File: src/hw/lth_pkg.sv
// Shared constants and types for the limit-test handler port
package lth_pkg;
   // Reading and limit width (fixed-point stand-in for the numeric range)
   localparam int LTH_DW = 32;
   // Limit defaults: +1.0 and -1.0 in reading units
   localparam logic [31:0] LTH_UPPER_RST = 32'h0000_0001;
   localparam logic [31:0] LTH_LOWER_RST = 32'hffff_ffff;
   // Pattern defaults
   localparam logic [3:0] LTH_PAT_RST = 4'hf;
   // Pattern bit positions: line 4 = weight 8 ... line 1 = weight 1
   localparam int LTH_LINE4_BIT = 3;
   // Output pulse width default, in ns, and its cycle count at 100 MHz
   localparam longint LTH_CLK_NS = 10;
   localparam longint LTH_PW_RST_NS = 100000;
   localparam logic [35:0] LTH_PW_RST_CYC = 36'((LTH_PW_RST_NS + LTH_CLK_NS - 1) / LTH_CLK_NS);
   // Pulse width maximum, 60 s, in cycles
   localparam logic [35:0] LTH_PW_MAX_CYC = 36'(64'd60_000_000_000 / LTH_CLK_NS);
   // End-of-test pulse length in cycles
   localparam logic [7:0] LTH_EOT_CYC = 8'h0a;
   // Error code for a reading request with nothing to return
   localparam logic [15:0] LTH_ERR_NODATA = 16'hff24;
   // Response formats
   typedef enum logic [1:0] {
      LTH_FMT_DEC = 2'b00,
      LTH_FMT_HEX = 2'b01,
      LTH_FMT_OCT = 2'b10,
      LTH_FMT_BIN = 2'b11
   } lth_fmt_e;
   // Arm sources
   typedef enum logic [1:0] {
      LTH_ARM_IMM = 2'b00,
      LTH_ARM_LOW = 2'b01,
      LTH_ARM_HIGH = 2'b10,
      LTH_ARM_EITHER = 2'b11
   } lth_arm_e;
   // Test sequencer states
   typedef enum logic [1:0] {
      LTH_IDLE = 2'b00,
      LTH_ARMED = 2'b01,
      LTH_BUSY = 2'b10
   } lth_state_e;
endpackage

File: src/hw/lth_port.sv
// Limit comparator, handler output port and reading store
//
// Function
// - Two limit pairs, defaults +1.0 and -1.0
// - Each limit owns a 4-bit fail pattern
// - Per-test fail flag: 0 pass, 1 fail
// - Per-test enable, default off, disabled ignored
// - No enabled failure drives pass pattern
// - Clear pattern, default 15, restores port
// - Immediate clear restores clear pattern
// - Composite auto-clear on each new initiate
// - Output auto-clear after programmable pulse width
// - Line 4 end-of-test or busy mode
// - Busy active level selectable, default low
// - Start per arm source on start line
// - Comparator input: math or sensed path
// - Patterns map bits one-to-one to lines
// - Pattern readback in selected format
// - All readings after last; latest separately
// - Infinite count refuses all-readings request
// - No readings or disabled gives error -220
// - Event status records upper or lower failure
// - Line weights 8,4,2,1; set bit drives high
// - Busy holds line 4; end-of-test pulses it
`timescale 1ns/10ps
module lth_port
   import lth_pkg::*;
#(
   parameter int DEPTH = 16,
   parameter logic [35:0] PW_RST = LTH_PW_RST_CYC
) (
   // Clock and reset
   input wire logic i_clk,
   input wire logic i_reset,
   // Readings
   input wire logic [LTH_DW-1:0] i_sense_data,
   input wire logic [LTH_DW-1:0] i_math_data,
   input wire logic i_reading_valid,
   input wire logic i_feed_math,
   // Limits, index 0 = limit 1
   input wire logic [LTH_DW-1:0] i_upper1,
   input wire logic [LTH_DW-1:0] i_lower1,
   input wire logic [LTH_DW-1:0] i_upper2,
   input wire logic [LTH_DW-1:0] i_lower2,
   input wire logic i_limits_load,
   input wire logic i_enable1,
   input wire logic i_enable2,
   // Patterns: lower1, upper1, lower2, upper2, pass, clear
   input wire logic [3:0] i_pat_lower1,
   input wire logic [3:0] i_pat_upper1,
   input wire logic [3:0] i_pat_lower2,
   input wire logic [3:0] i_pat_upper2,
   input wire logic [3:0] i_pat_pass,
   input wire logic [3:0] i_pat_clear,
   input wire logic i_pat_load,
   // Clear control
   input wire logic i_clear_now,
   input wire logic i_composite_auto,
   input wire logic i_out_auto,
   input wire logic [35:0] i_pulse_width,
   input wire logic i_cfg_load,
   // Line 4 and arming
   input wire logic i_line4_busy,
   input wire logic i_busy_level_select,
   input wire logic [1:0] i_arm_source,
   input wire logic i_initiate,
   input wire logic i_abort,
   input wire logic [7:0] i_count,
   input wire logic i_count_infinite,
   input wire logic i_start_of_test_line,
   // Pattern readback
   input wire logic [2:0] i_pat_sel,
   input wire logic [1:0] i_format,
   output logic [15:0] o_pat_text,
   // Reading requests
   input wire logic i_req_all,
   input wire logic i_req_latest,
   input wire logic [$clog2(DEPTH)-1:0] i_rd_index,
   output logic [LTH_DW-1:0] o_rd_data,
   output logic o_rd_valid,
   output logic [15:0] o_error,
   output logic o_error_valid,
   // Results
   output logic [3:0] o_out_lines,
   output logic o_fail1,
   output logic o_fail2,
   output logic [3:0] o_limit_event,
   output logic o_busy
);

   ////////////////////////////////////////////////////////////////////////
   // Functions
   // Render a 4-bit pattern as text digits in the chosen format
   function automatic logic [15:0] fmt_pat(input logic [3:0] p, input logic [1:0] f);
      logic [15:0] t;
      t = 16'h0000;
      unique case (f)
         LTH_FMT_DEC: t = (p > 4'h9) ? {8'h00, 4'h1, p - 4'ha} : {12'h000, p};
         LTH_FMT_HEX: t = {12'h000, p};
         LTH_FMT_OCT: t = {8'h00, 1'b0, 2'b00, p[3], 1'b0, p[2:0]};
         LTH_FMT_BIN: t = {3'b000, p[3], 3'b000, p[2], 3'b000, p[1], 3'b000, p[0]};
      endcase
      return t;
   endfunction

   // Signed compare above the upper limit
   function automatic logic above(input logic [LTH_DW-1:0] v, input logic [LTH_DW-1:0] l);
      return $signed(v) > $signed(l);
   endfunction

   ////////////////////////////////////////////////////////////////////////
   // Configuration state
   logic [LTH_DW-1:0] up1_r, lo1_r, up2_r, lo2_r, up1_nxt, lo1_nxt, up2_nxt, lo2_nxt; // Limits
   logic [3:0] pl1_r, pu1_r, pl2_r, pu2_r, pp_r, pc_r; // Patterns
   logic [3:0] pl1_nxt, pu1_nxt, pl2_nxt, pu2_nxt, pp_nxt, pc_nxt;
   logic [35:0] pw_r, pw_nxt; // Pulse width in cycles

   // Next configuration values on load strobes
   always_comb begin
      up1_nxt = i_limits_load ? i_upper1 : up1_r;
      lo1_nxt = i_limits_load ? i_lower1 : lo1_r;
      up2_nxt = i_limits_load ? i_upper2 : up2_r;
      lo2_nxt = i_limits_load ? i_lower2 : lo2_r;
      pl1_nxt = i_pat_load ? i_pat_lower1 : pl1_r;
      pu1_nxt = i_pat_load ? i_pat_upper1 : pu1_r;
      pl2_nxt = i_pat_load ? i_pat_lower2 : pl2_r;
      pu2_nxt = i_pat_load ? i_pat_upper2 : pu2_r;
      pp_nxt = i_pat_load ? i_pat_pass : pp_r;
      pc_nxt = i_pat_load ? i_pat_clear : pc_r;
      pw_nxt = pw_r;
      if (i_cfg_load) begin
         // Cap at 60 s
         pw_nxt = (i_pulse_width > LTH_PW_MAX_CYC) ? LTH_PW_MAX_CYC : i_pulse_width;
      end
   end

   // Register configuration with documented defaults
   always_ff @(posedge i_clk) begin
      if (i_reset) begin
         up1_r <= LTH_UPPER_RST;
         lo1_r <= LTH_LOWER_RST;
         up2_r <= LTH_UPPER_RST;
         lo2_r <= LTH_LOWER_RST;
         pl1_r <= LTH_PAT_RST;
         pu1_r <= LTH_PAT_RST;
         pl2_r <= LTH_PAT_RST;
         pu2_r <= LTH_PAT_RST;
         pp_r <= LTH_PAT_RST;
         pc_r <= LTH_PAT_RST;
         pw_r <= PW_RST;
      end else begin
         up1_r <= up1_nxt;
         lo1_r <= lo1_nxt;
         up2_r <= up2_nxt;
         lo2_r <= lo2_nxt;
         pl1_r <= pl1_nxt;
         pu1_r <= pu1_nxt;
         pl2_r <= pl2_nxt;
         pu2_r <= pu2_nxt;
         pp_r <= pp_nxt;
         pc_r <= pc_nxt;
         pw_r <= pw_nxt;
      end
   end

   ////////////////////////////////////////////////////////////////////////
   // Test sequencer, comparator and output port
   lth_state_e st_r, st_nxt; // Sequencer state
   logic sot_prev_r, sot_prev_nxt; // Previous start line level
   logic [3:0] out_r, out_nxt; // Output lines
   logic [35:0] pwc_r, pwc_nxt; // Pulse-width counter
   logic [7:0] eotc_r, eotc_nxt; // End-of-test pulse counter
   logic [7:0] left_r, left_nxt; // Readings left in this run
   logic fail1_r, fail1_nxt, fail2_r, fail2_nxt;
   logic [3:0] ev_r, ev_nxt; // Upper/lower failure events
   logic [LTH_DW-1:0] mem_r [DEPTH]; // Reading store
   logic [$clog2(DEPTH)-1:0] wp_r, wp_nxt; // Write pointer
   logic [LTH_DW-1:0] last_r, last_nxt; // Latest reading
   logic have_r, have_nxt, done_r, done_nxt; // Any reading; run finished
   logic [LTH_DW-1:0] rd_r, rd_nxt;
   logic rdv_r, rdv_nxt, errv_r, errv_nxt;
   logic [15:0] txt_r, txt_nxt;
   logic [15:0] err_r, err_nxt; // Error code shown with the error strobe
   logic [LTH_DW-1:0] val; // Value under test
   logic [3:0] lf; // Failing limits: lower1, upper1, lower2, upper2
   logic start, take;

   // Next-state logic
   always_comb begin
      val = i_feed_math ? i_math_data : i_sense_data;
      lf[0] = i_enable1 && $signed(val) < $signed(lo1_r);
      lf[1] = i_enable1 && above(val, up1_r);
      lf[2] = i_enable2 && $signed(val) < $signed(lo2_r);
      lf[3] = i_enable2 && above(val, up2_r);
      unique case (i_arm_source)
         LTH_ARM_IMM: start = 1'b1;
         LTH_ARM_LOW: start = sot_prev_r && !i_start_of_test_line;
         LTH_ARM_HIGH: start = !sot_prev_r && i_start_of_test_line;
         LTH_ARM_EITHER: start = sot_prev_r != i_start_of_test_line;
      endcase
      take = (st_r == LTH_BUSY) && i_reading_valid;
      st_nxt = st_r;
      sot_prev_nxt = i_start_of_test_line;
      out_nxt = out_r;
      pwc_nxt = (pwc_r != 36'h0) ? pwc_r - 36'h1 : pwc_r;
      eotc_nxt = (eotc_r != 8'h00) ? eotc_r - 8'h01 : eotc_r;
      left_nxt = left_r;
      fail1_nxt = fail1_r;
      fail2_nxt = fail2_r;
      ev_nxt = ev_r;
      wp_nxt = wp_r;
      last_nxt = last_r;
      have_nxt = have_r;
      done_nxt = done_r;
      // Auto-clear once the pulse width has elapsed
      if (i_out_auto && pwc_r == 36'h1) begin
         out_nxt = pc_r;
      end
      unique case (st_r)
         LTH_IDLE: begin
            if (i_initiate) begin
               st_nxt = LTH_ARMED;
               wp_nxt = '0;
               done_nxt = 1'b0;
               left_nxt = i_count;
               if (i_composite_auto) begin
                  out_nxt = pc_r;
               end
            end
         end
         LTH_ARMED: begin
            if (start) begin
               st_nxt = LTH_BUSY;
            end
         end
         LTH_BUSY: begin
            if (take) begin
               fail1_nxt = lf[0] | lf[1];
               fail2_nxt = lf[2] | lf[3];
               ev_nxt = lf;
               last_nxt = val;
               have_nxt = 1'b1;
               wp_nxt = wp_r + 1'b1;
               // Fixed priority on several failures
               if (lf[0]) out_nxt = pl1_r;
               else if (lf[1]) out_nxt = pu1_r;
               else if (lf[2]) out_nxt = pl2_r;
               else if (lf[3]) out_nxt = pu2_r;
               else out_nxt = pp_r;
               pwc_nxt = (pw_r == 36'h0) ? 36'h1 : pw_r;
               if (!i_count_infinite && left_r <= 8'h01) begin
                  st_nxt = LTH_IDLE;
                  done_nxt = 1'b1;
                  eotc_nxt = LTH_EOT_CYC;
               end else begin
                  left_nxt = left_r - 8'h01;
               end
            end
         end
         default: st_nxt = LTH_IDLE;
      endcase
      if (i_abort) begin
         st_nxt = LTH_IDLE;
      end
      // Immediate clear has the last word on the output pattern
      if (i_clear_now) begin
         out_nxt = pc_r;
         pwc_nxt = 36'h0;
      end
      // Reading requests
      rd_nxt = rd_r;
      rdv_nxt = 1'b0;
      errv_nxt = 1'b0;
      if (i_req_latest || i_req_all) begin
         if (!have_r || !(i_enable1 || i_enable2) || (i_req_all && (i_count_infinite || !done_r))) begin
            errv_nxt = 1'b1;
         end else begin
            rdv_nxt = 1'b1;
            rd_nxt = i_req_all ? mem_r[i_rd_index] : last_r;
         end
      end
      // Error code register, loaded whenever a request is refused
      err_nxt = errv_nxt ? LTH_ERR_NODATA : err_r;
      unique case (i_pat_sel)
         3'h0: txt_nxt = fmt_pat(pl1_r, i_format);
         3'h1: txt_nxt = fmt_pat(pu1_r, i_format);
         3'h2: txt_nxt = fmt_pat(pl2_r, i_format);
         3'h3: txt_nxt = fmt_pat(pu2_r, i_format);
         3'h4: txt_nxt = fmt_pat(pp_r, i_format);
         default: txt_nxt = fmt_pat(pc_r, i_format);
      endcase
   end

   // Register sequencer state
   always_ff @(posedge i_clk) begin
      if (i_reset) begin
         st_r <= LTH_IDLE;
         sot_prev_r <= 1'b1;
         out_r <= LTH_PAT_RST;
         pwc_r <= 36'h0;
         eotc_r <= 8'h00;
         left_r <= 8'h00;
         fail1_r <= 1'b0;
         fail2_r <= 1'b0;
         ev_r <= 4'h0;
         wp_r <= '0;
         last_r <= '0;
         have_r <= 1'b0;
         done_r <= 1'b0;
         rd_r <= '0;
         rdv_r <= 1'b0;
         errv_r <= 1'b0;
         txt_r <= 16'h0000;
         err_r <= 16'h0000;
      end else begin
         st_r <= st_nxt;
         sot_prev_r <= sot_prev_nxt;
         out_r <= out_nxt;
         pwc_r <= pwc_nxt;
         eotc_r <= eotc_nxt;
         left_r <= left_nxt;
         fail1_r <= fail1_nxt;
         fail2_r <= fail2_nxt;
         ev_r <= ev_nxt;
         wp_r <= wp_nxt;
         last_r <= last_nxt;
         have_r <= have_nxt;
         done_r <= done_nxt;
         rd_r <= rd_nxt;
         rdv_r <= rdv_nxt;
         errv_r <= errv_nxt;
         txt_r <= txt_nxt;
         err_r <= err_nxt;
      end
   end

   // Reading store write, no reset needed for data
   always_ff @(posedge i_clk) begin
      if (take) begin
         mem_r[wp_r] <= val;
      end
   end

   ////////////////////////////////////////////////////////////////////////
   // Output port: line 4 may be overridden by its mode
   logic [3:0] lines_r, lines_nxt;
   logic busy_r, busy_nxt;

   // Next line levels
   always_comb begin
      busy_nxt = (st_nxt != LTH_IDLE);
      lines_nxt = out_nxt;
      if (i_line4_busy) begin
         lines_nxt[LTH_LINE4_BIT] = busy_nxt ? i_busy_level_select : !i_busy_level_select;
      end else begin
         lines_nxt[LTH_LINE4_BIT] = (eotc_nxt != 8'h00) ? 1'b0 : out_nxt[LTH_LINE4_BIT];
      end
   end

   // Register line levels
   always_ff @(posedge i_clk) begin
      if (i_reset) begin
         lines_r <= LTH_PAT_RST;
         busy_r <= 1'b0;
      end else begin
         lines_r <= lines_nxt;
         busy_r <= busy_nxt;
      end
   end

   assign o_out_lines = lines_r;
   assign o_fail1 = fail1_r;
   assign o_fail2 = fail2_r;
   assign o_limit_event = ev_r;
   assign o_busy = busy_r;
   assign o_rd_data = rd_r;
   assign o_rd_valid = rdv_r;
   assign o_error = err_r;
   assign o_error_valid = errv_r;
   assign o_pat_text = txt_r;
endmodule

File: config.mk
export PLATFORM = sky130hd
export DESIGN_NAME = lth_port
export DESIGN_NICKNAME = d
export VERILOG_FILES = /design/src/hw/lth_pkg.sv /design/src/hw/lth_port.sv
export SDC_FILE = /design/constraint.sdc
export NUM_CORES = 1
export LEC_CHECK = 0
export BUFFER_PORTS_ARGS = -buffer_cell sky130_fd_sc_hd__buf_2
export CORE_MARGIN = 5
export CORE_UTILIZATION = 45
export DETAILED_ROUTE_END_ITERATION = 10
export HOLD_SLACK_MARGIN = 0.02
export PLACE_DENSITY = 0.69
export SETUP_SLACK_MARGIN = 0.15
export SLEW_MARGIN = 40
export SYNTH_ARGS = -nofsm -noshare
export SYNTH_HDL_FRONTEND = slang
export SYNTH_SLANG_ARGS = --single-unit
File: constraint.sdc
create_clock -name i_clk -period 13.55 [get_ports i_clk]
set_input_delay 2.71 -clock i_clk [delete_from_list [all_inputs] [get_ports i_clk]]
set_output_delay 2.71 -clock i_clk [all_outputs]
set_load 0.02 [all_outputs]
======== Yosys cells after proc, flatten, opt, wreduce, memory -nomap -nowiden ========
Memories as Yosys holds them, arrays and structs flattened.
Index checks and enable logic that the tools add are counted.
word-level totals
  bits in registers ....................... 347
  memory bits (writable) .................. 512
  output and inout bits ................... 77
  word-level logic and storage cells ...... 175
  memories kept ........................... 1
memory list
  memory  depth  width  rd ports  clocked after Yosys merged registers in  write ports  line             text
  mem_r   16     32     1         0                                        1            lth_port.sv:176  logic [LTH_DW-1:0] mem_r [DEPTH];
operators by class
  add/sub/neg operators ................... 10
  magnitude comparators ................... 12
  eq/ne operators ......................... 18
  mux-type cells .......................... 60
  bitwise logic cells ..................... 4
  reduce and logical (&&, ||, !) cells .... 39
operators with widths
  cell                   count
  $pmux 16 s4            6
  $mux 36                5
  $pmux 16 s5            1
  $gt 32x32->1           2
  $lt 32x32->1           2
  $mux 32                2
  $mux 8                 7
  $mux 4                 11
  $eq 36x1->1 const B    1
  $gt 36x33->1 const B   1
  $logic_not 36->1       1
  $reduce_bool 36->1     1
  $sub 36x1->36 const B  1
  $mux 5                 6
  $gt 4x4->1 const B     6
  $sub 4x4->4 const B    6
  $pmux 4 s2             2
  $pmux 8 s2             1
  $reduce_bool 8->1      2
  $sub 8x1->8 const B    2
  $mux 1                 11
  $eq 2x2->1 const B     5
  $logic_and 1x1->1      10
  $mux 2                 5
  23 further kinds       46

======== Depth between registers and ports, before layout ========
  word-level depth ........................ 12
  mapped depth ............................ 14
  depth with buffers taken out ............ 11

======== Worst setup path before layout ========
Ideal clock, no wire load.
  kind .................................... input to register
  start ................................... in i_reading_valid
  end ..................................... mem mem_r[0][0], enable pin
  arrival time ............................ 5.950 ns
  required time ........................... 13.089 ns
  slack ................................... 7.139 ns
  stages .................................. 6
  path through ............................ clkbuf_1 > and2_1 > clkbuf_1 > clkbuf_1 > nand2_1 > nor3_1
on the way
  cells in the longest elaborated chain, start to end .. 3
ends and longest elaborated chain
  element                       line             text
  from (decl)                   lth_port.sv:38   input wire logic i_reading_valid,
  $logic_and 1x1->1             lth_port.sv:201  take = (st_r == LTH_BUSY) && i_reading_valid;
  $mux 1                        lth_port.sv:339  if (take) begin
  $mux 1 (implied by the code)  lth_port.sv:340  mem_r[wp_r] <= val;
  to (decl)                     lth_port.sv:176
No other way between the ends.

======== Final worst setup path ========
  start ................................... in i_feed_math
  end ..................................... reg out_r[3]
on the way
  cells in the longest elaborated chain, start to end .. 10
  elaborated cells on any way between the ends .. 16
  classes of those cells .................. order compare (4); mux (8); reduce/logical (4)
ends and longest elaborated chain
  element               line             text
  from (decl)           lth_port.sv:39   input wire logic i_feed_math,
  $mux 32 *             lth_port.sv:190  val = i_feed_math ? i_math_data : i_sense_data;
  net val[28]           lth_port.sv:184  logic [LTH_DW-1:0] val;
  $gt 32x32->1          lth_port.sv:108  return $signed(v) > $signed(l);
  $logic_and 1x1->1     lth_port.sv:194  lf[3] = i_enable2 && above(val, up2_r);
  $mux 4                lth_port.sv:248  else if (lf[3]) out_nxt = pu2_r;
  $mux 4                lth_port.sv:247  else if (lf[2]) out_nxt = pl2_r;
  $mux 4                lth_port.sv:246  else if (lf[1]) out_nxt = pu1_r;
  $mux 4 *              lth_port.sv:245  if (lf[0]) out_nxt = pl1_r;
  $mux 4 *              lth_port.sv:237  if (take) begin
  $pmux 4 s2 *          lth_port.sv:219  unique case (st_r)
  $mux 4 *              lth_port.sv:266  if (i_clear_now) begin
  to (signal assigned)  lth_port.sv:318  out_r <= out_nxt;
  to (decl)             lth_port.sv:170  logic [3:0] out_r, out_nxt;
The timed path passes the listed nets; every way through them passes the cells marked *.
A chain may end at the register's enable or synchronous reset.

==> results.toml <==
[route]
num_vias = 24879
drt-pass1-iter-count = 6
drc = 0
wl_per_cell_um = 23.7
ant_nets = 0
viasPerCell = 5.74
wl_mm = 103
drt-initial-drc-count = 2287

[clock_network]
clk_pin_slew_ns = 0.06
cts_buffers = 85
cts.sinks = 847
cts_hold_buf = 0
clock-root-buffer = "clkbuf_16"
cts_tree = "built"
clock_latency_ns = 0.66
cts.path.max_buffers = 3
post-cts-setup-buffers = 0
cts_resized = 0
h-tree-depth = 3

[synthesis]
synth.area.mux_share_pct = 13.8
synth-compound-area-share_pct = 9.17
synthSimpleGateAreaFrac_pct = 8.45
yosysUniqueCellTypes = 87
synth_edf_count = 512
synthCells = 2885
synth_fa_ha_area_share_pct = 4.84
ys_warn_count = 0
syn_avg_cell_area_um2 = 13.0
synth_top_family_by_area = "multiplexers"
ys.flop_type = "edfxtp_1"
synth-xor-area-share_pct = 0.911
synth_area_um2 = 37500
synthArstFlopShare_pct = 0
ys_seq_area_share_pct = 58.9
ys_ff_latch = 847

[timing]
holdWs_ns = 0.452
worst_pin_slew_ns = 0.857
skew_ns = 0.0365
grt_setup_unrepaired = "no"
fin_crit_sh_pct = 50.8
relSlewSlack_pct = 42.8
finalSetupTns_ns = 0
fin_crit_ns = 6.88
hold_violations = 0
fmax_mhz = 145
setup_viol = 0
finalMaxSlewViolations = 0

[global_routing]
grt_pass1_wl_mm = 153
grt_pass1_vias = 24451
grt_usage_pct = 22.3
grt_max_degree = 117
grt_overflow = 0
grt_antenna_before_repair = 7

[floorplan]
die_y_um = 299
die_w_um = 299
start_util_pct = 45.5
io_pins = 368
core_area_um2 = 82400
rows = 105
die-area_um2 = 89200

[layout]
fin_nets = 3626
fillers = 6750
multiInputGateArea_um2 = 14100
seqCellArea_um2 = 22100
drive_above_1_share_pct = 23.4
area_delta_synth_final_pct = 15.2

[worst_setup_path]
critPathLaunchType = "input port"
cp.arrival_ns = 7.37
worstReg2RegStart = "lo2_r[29]"
crit_buf_inv = 2
crit_slowest_cell = "nor4_1"
crit_type = "in2reg"
path_cells = "buf_2 -> buf_4 -> mux2_2 -> ha_1 -> nand2_1 -> nor4_1 -> nand2_1 -> nor4_1 -> a211oi_1 -> mux2i_2 -> a21oi_1 -> a2111oi_4 -> o21ai_1"
end_kind = "register"
max_stage_delay_ns = 0.71
worstPathRequired_ns = 14.03
worst-r2r-setup-slack_ns = 9.60
cpLargestDelayFamily = "simple AND/OR/NAND/NOR gates"
crit_path_max_fanout = 32
timing.rr.end = "out_r[3]"
reg2regPathDepth = 11

[worst_hold_path]
hp-start = "o_limit_event[3]"
min_to = "o_limit_event[3]"
holdPathStages = 2
hold_class = "reg2reg"

[placed_design]
routabilityCongestion = 0.907
io_buffers = 352
dp_hpwl_mm = 67.0

[power_and_ir_drop]
leakage_nw = 16.4
power_density_nw_per_um2 = 150
irDropWorstVdd_v = 0.000116

[status]
status = "completed"

[run]
max_cap_viol_count = 0
==> metrics by stage <==
| step | utilization, % | instances | area, um2 | setup slack, ns | power, mW |
|---|---|---|---|---|---|
| 6_report | 52.4 | 4335 | 43200 | 6.67 | 6.49 |
| 5_1_grt | 52.4 | 4335 | 43200 | 6.52 | 6.77 |
| 4_1_cts | 52.4 | 4333 | 43200 | 6.46 | 6.51 |
| 3_5_place_dp | 48.9 | 4173 | 40300 | 5.84 | 4.10 |
| 3_3_place_gp | 48.9 | 4173 | 40300 | 5.96 | 4.09 |
| 2_1_floorplan | - | 2899 | 37500 | 7.14 | 3.83 |
==> per-layer routing <==
layer | GRT usage [%] | wire length (um) | up-vias
met2 | 36.8 | 49300 | 976
met5 | 0 | 45 | -
li1 | - | - | 11467
met3 | 4.01 | 7560 | 156
met1 | 30.6 | 43300 | 12272
met4 | 6.31 | 2450 | 8
==> cell type report <==
type | count | share of cell area (%)
sequential | 847 | 51.1
multi-input combinational | 1690 | 32.7
clock buffer | 112 | 5.37
timing repair buffer | 389 | 4.83
tap | 1070 | 3.10
inverter | 177 | 1.54
clock inverter | 48 | 1.35
antenna | 2 | 0.0116
==> flip-flops by register name, summed over array words and instances (netlist names), 4 cells and up <==
register       cells
mem_r            512
pw_r              36
pwc_r             36
last_r            32
lo1_r             32
lo2_r             32
o_rd_data         32
up1_r             32
up2_r             32
eotc_r             8
left_r             8
o_pat_text         7
o_limit_event      4
out_r              4
pc_r               4
pl1_r              4
pl2_r              4
pp_r               4
pu1_r              4
pu2_r              4
wp_r               4
==> logic make-up (layout without fill, tap and decap cells) <==
kind of cell	count (synthesis)	in the layout
AO/OA/AOI/OAI	497	497
XOR/XNOR	39	39
adder cells (fa/ha/maj)	145	145
buffers and inverters	362	726
flip-flops	847	847
multiplexers	309	309
other	1	17
AND/OR/NAND/NOR	685	685
==> cells in the mapped netlist, drive strengths merged (18+ instances only) <==
master,instances,area share [%]
nand2,248,2.5
edfxtp,512,41
or3,20,0.40
o21ai,60,0.80
inv,176,1.8
mux2,31,0.93
buf,65,0.97
nor3,39,0.58
nand4,26,0.43
nand3,33,0.47
clkbuf,120,1.2
dfxtp,335,18
a22oi,22,0.44
a211oi,69,1.4
xnor2,22,0.51
a22o,18,0.42
o211ai,90,1.8
mux4,161,9.7
a21oi,119,1.6
nor4,26,0.49
mux2i,117,3.2
ha,145,4.8
nor2,223,2.2
==> power breakdown <==
part	switching [mW]	leakage, nW	internal (mW)
combinational	0.669	7.67	0.488
sequential	0.0830	7.35	2.83
clock	1.02	1.40	1.40
==> worst max path at each step <==
stage                     from           to  slack [ns]  cells after the start
6_report           i_feed_math     out_r[3]        6.67                     13
5_1_grt            i_feed_math     out_r[3]        6.52                     13
4_1_cts            i_feed_math     out_r[3]        6.46                     13
3_5_place_dp       i_feed_math     out_r[3]        5.84                     13
3_3_place_gp       i_feed_math     out_r[3]        5.96                     13
2_1_floorplan  i_reading_valid  mem_r[0][0]        7.14                      6
==> cells in the final DEF, fill, tap and decap left out, types with 68 or more instances in the layout <==
cell	Yosys	final
mux2i_1	116	115
nand2_1	248	247
dfxtp_1	335	335
inv_1	176	175
a211oi_1	68	68
buf_2	2	347
ha_1	145	145
mux4_2	161	161
o211ai_1	90	90
clkbuf_16	0	86
edfxtp_1	512	512
a21oi_1	119	119
nor2_1	222	210
==> worst register-to-register path, cell delays in order (launching register included) <==
cell       delay, ns
dfxtp_1         0.30
inv_1           0.09
ha_1            0.33
nand2_1         0.11
nor4_1          0.71
nand2_1         0.23
nor4_1          0.42
a211oi_1        0.25
mux2i_2         0.57
a21oi_1         0.22
a2111oi_4       0.44
o21ai_1         0.11
Note: power is estimated with default switching activity, not from simulation.
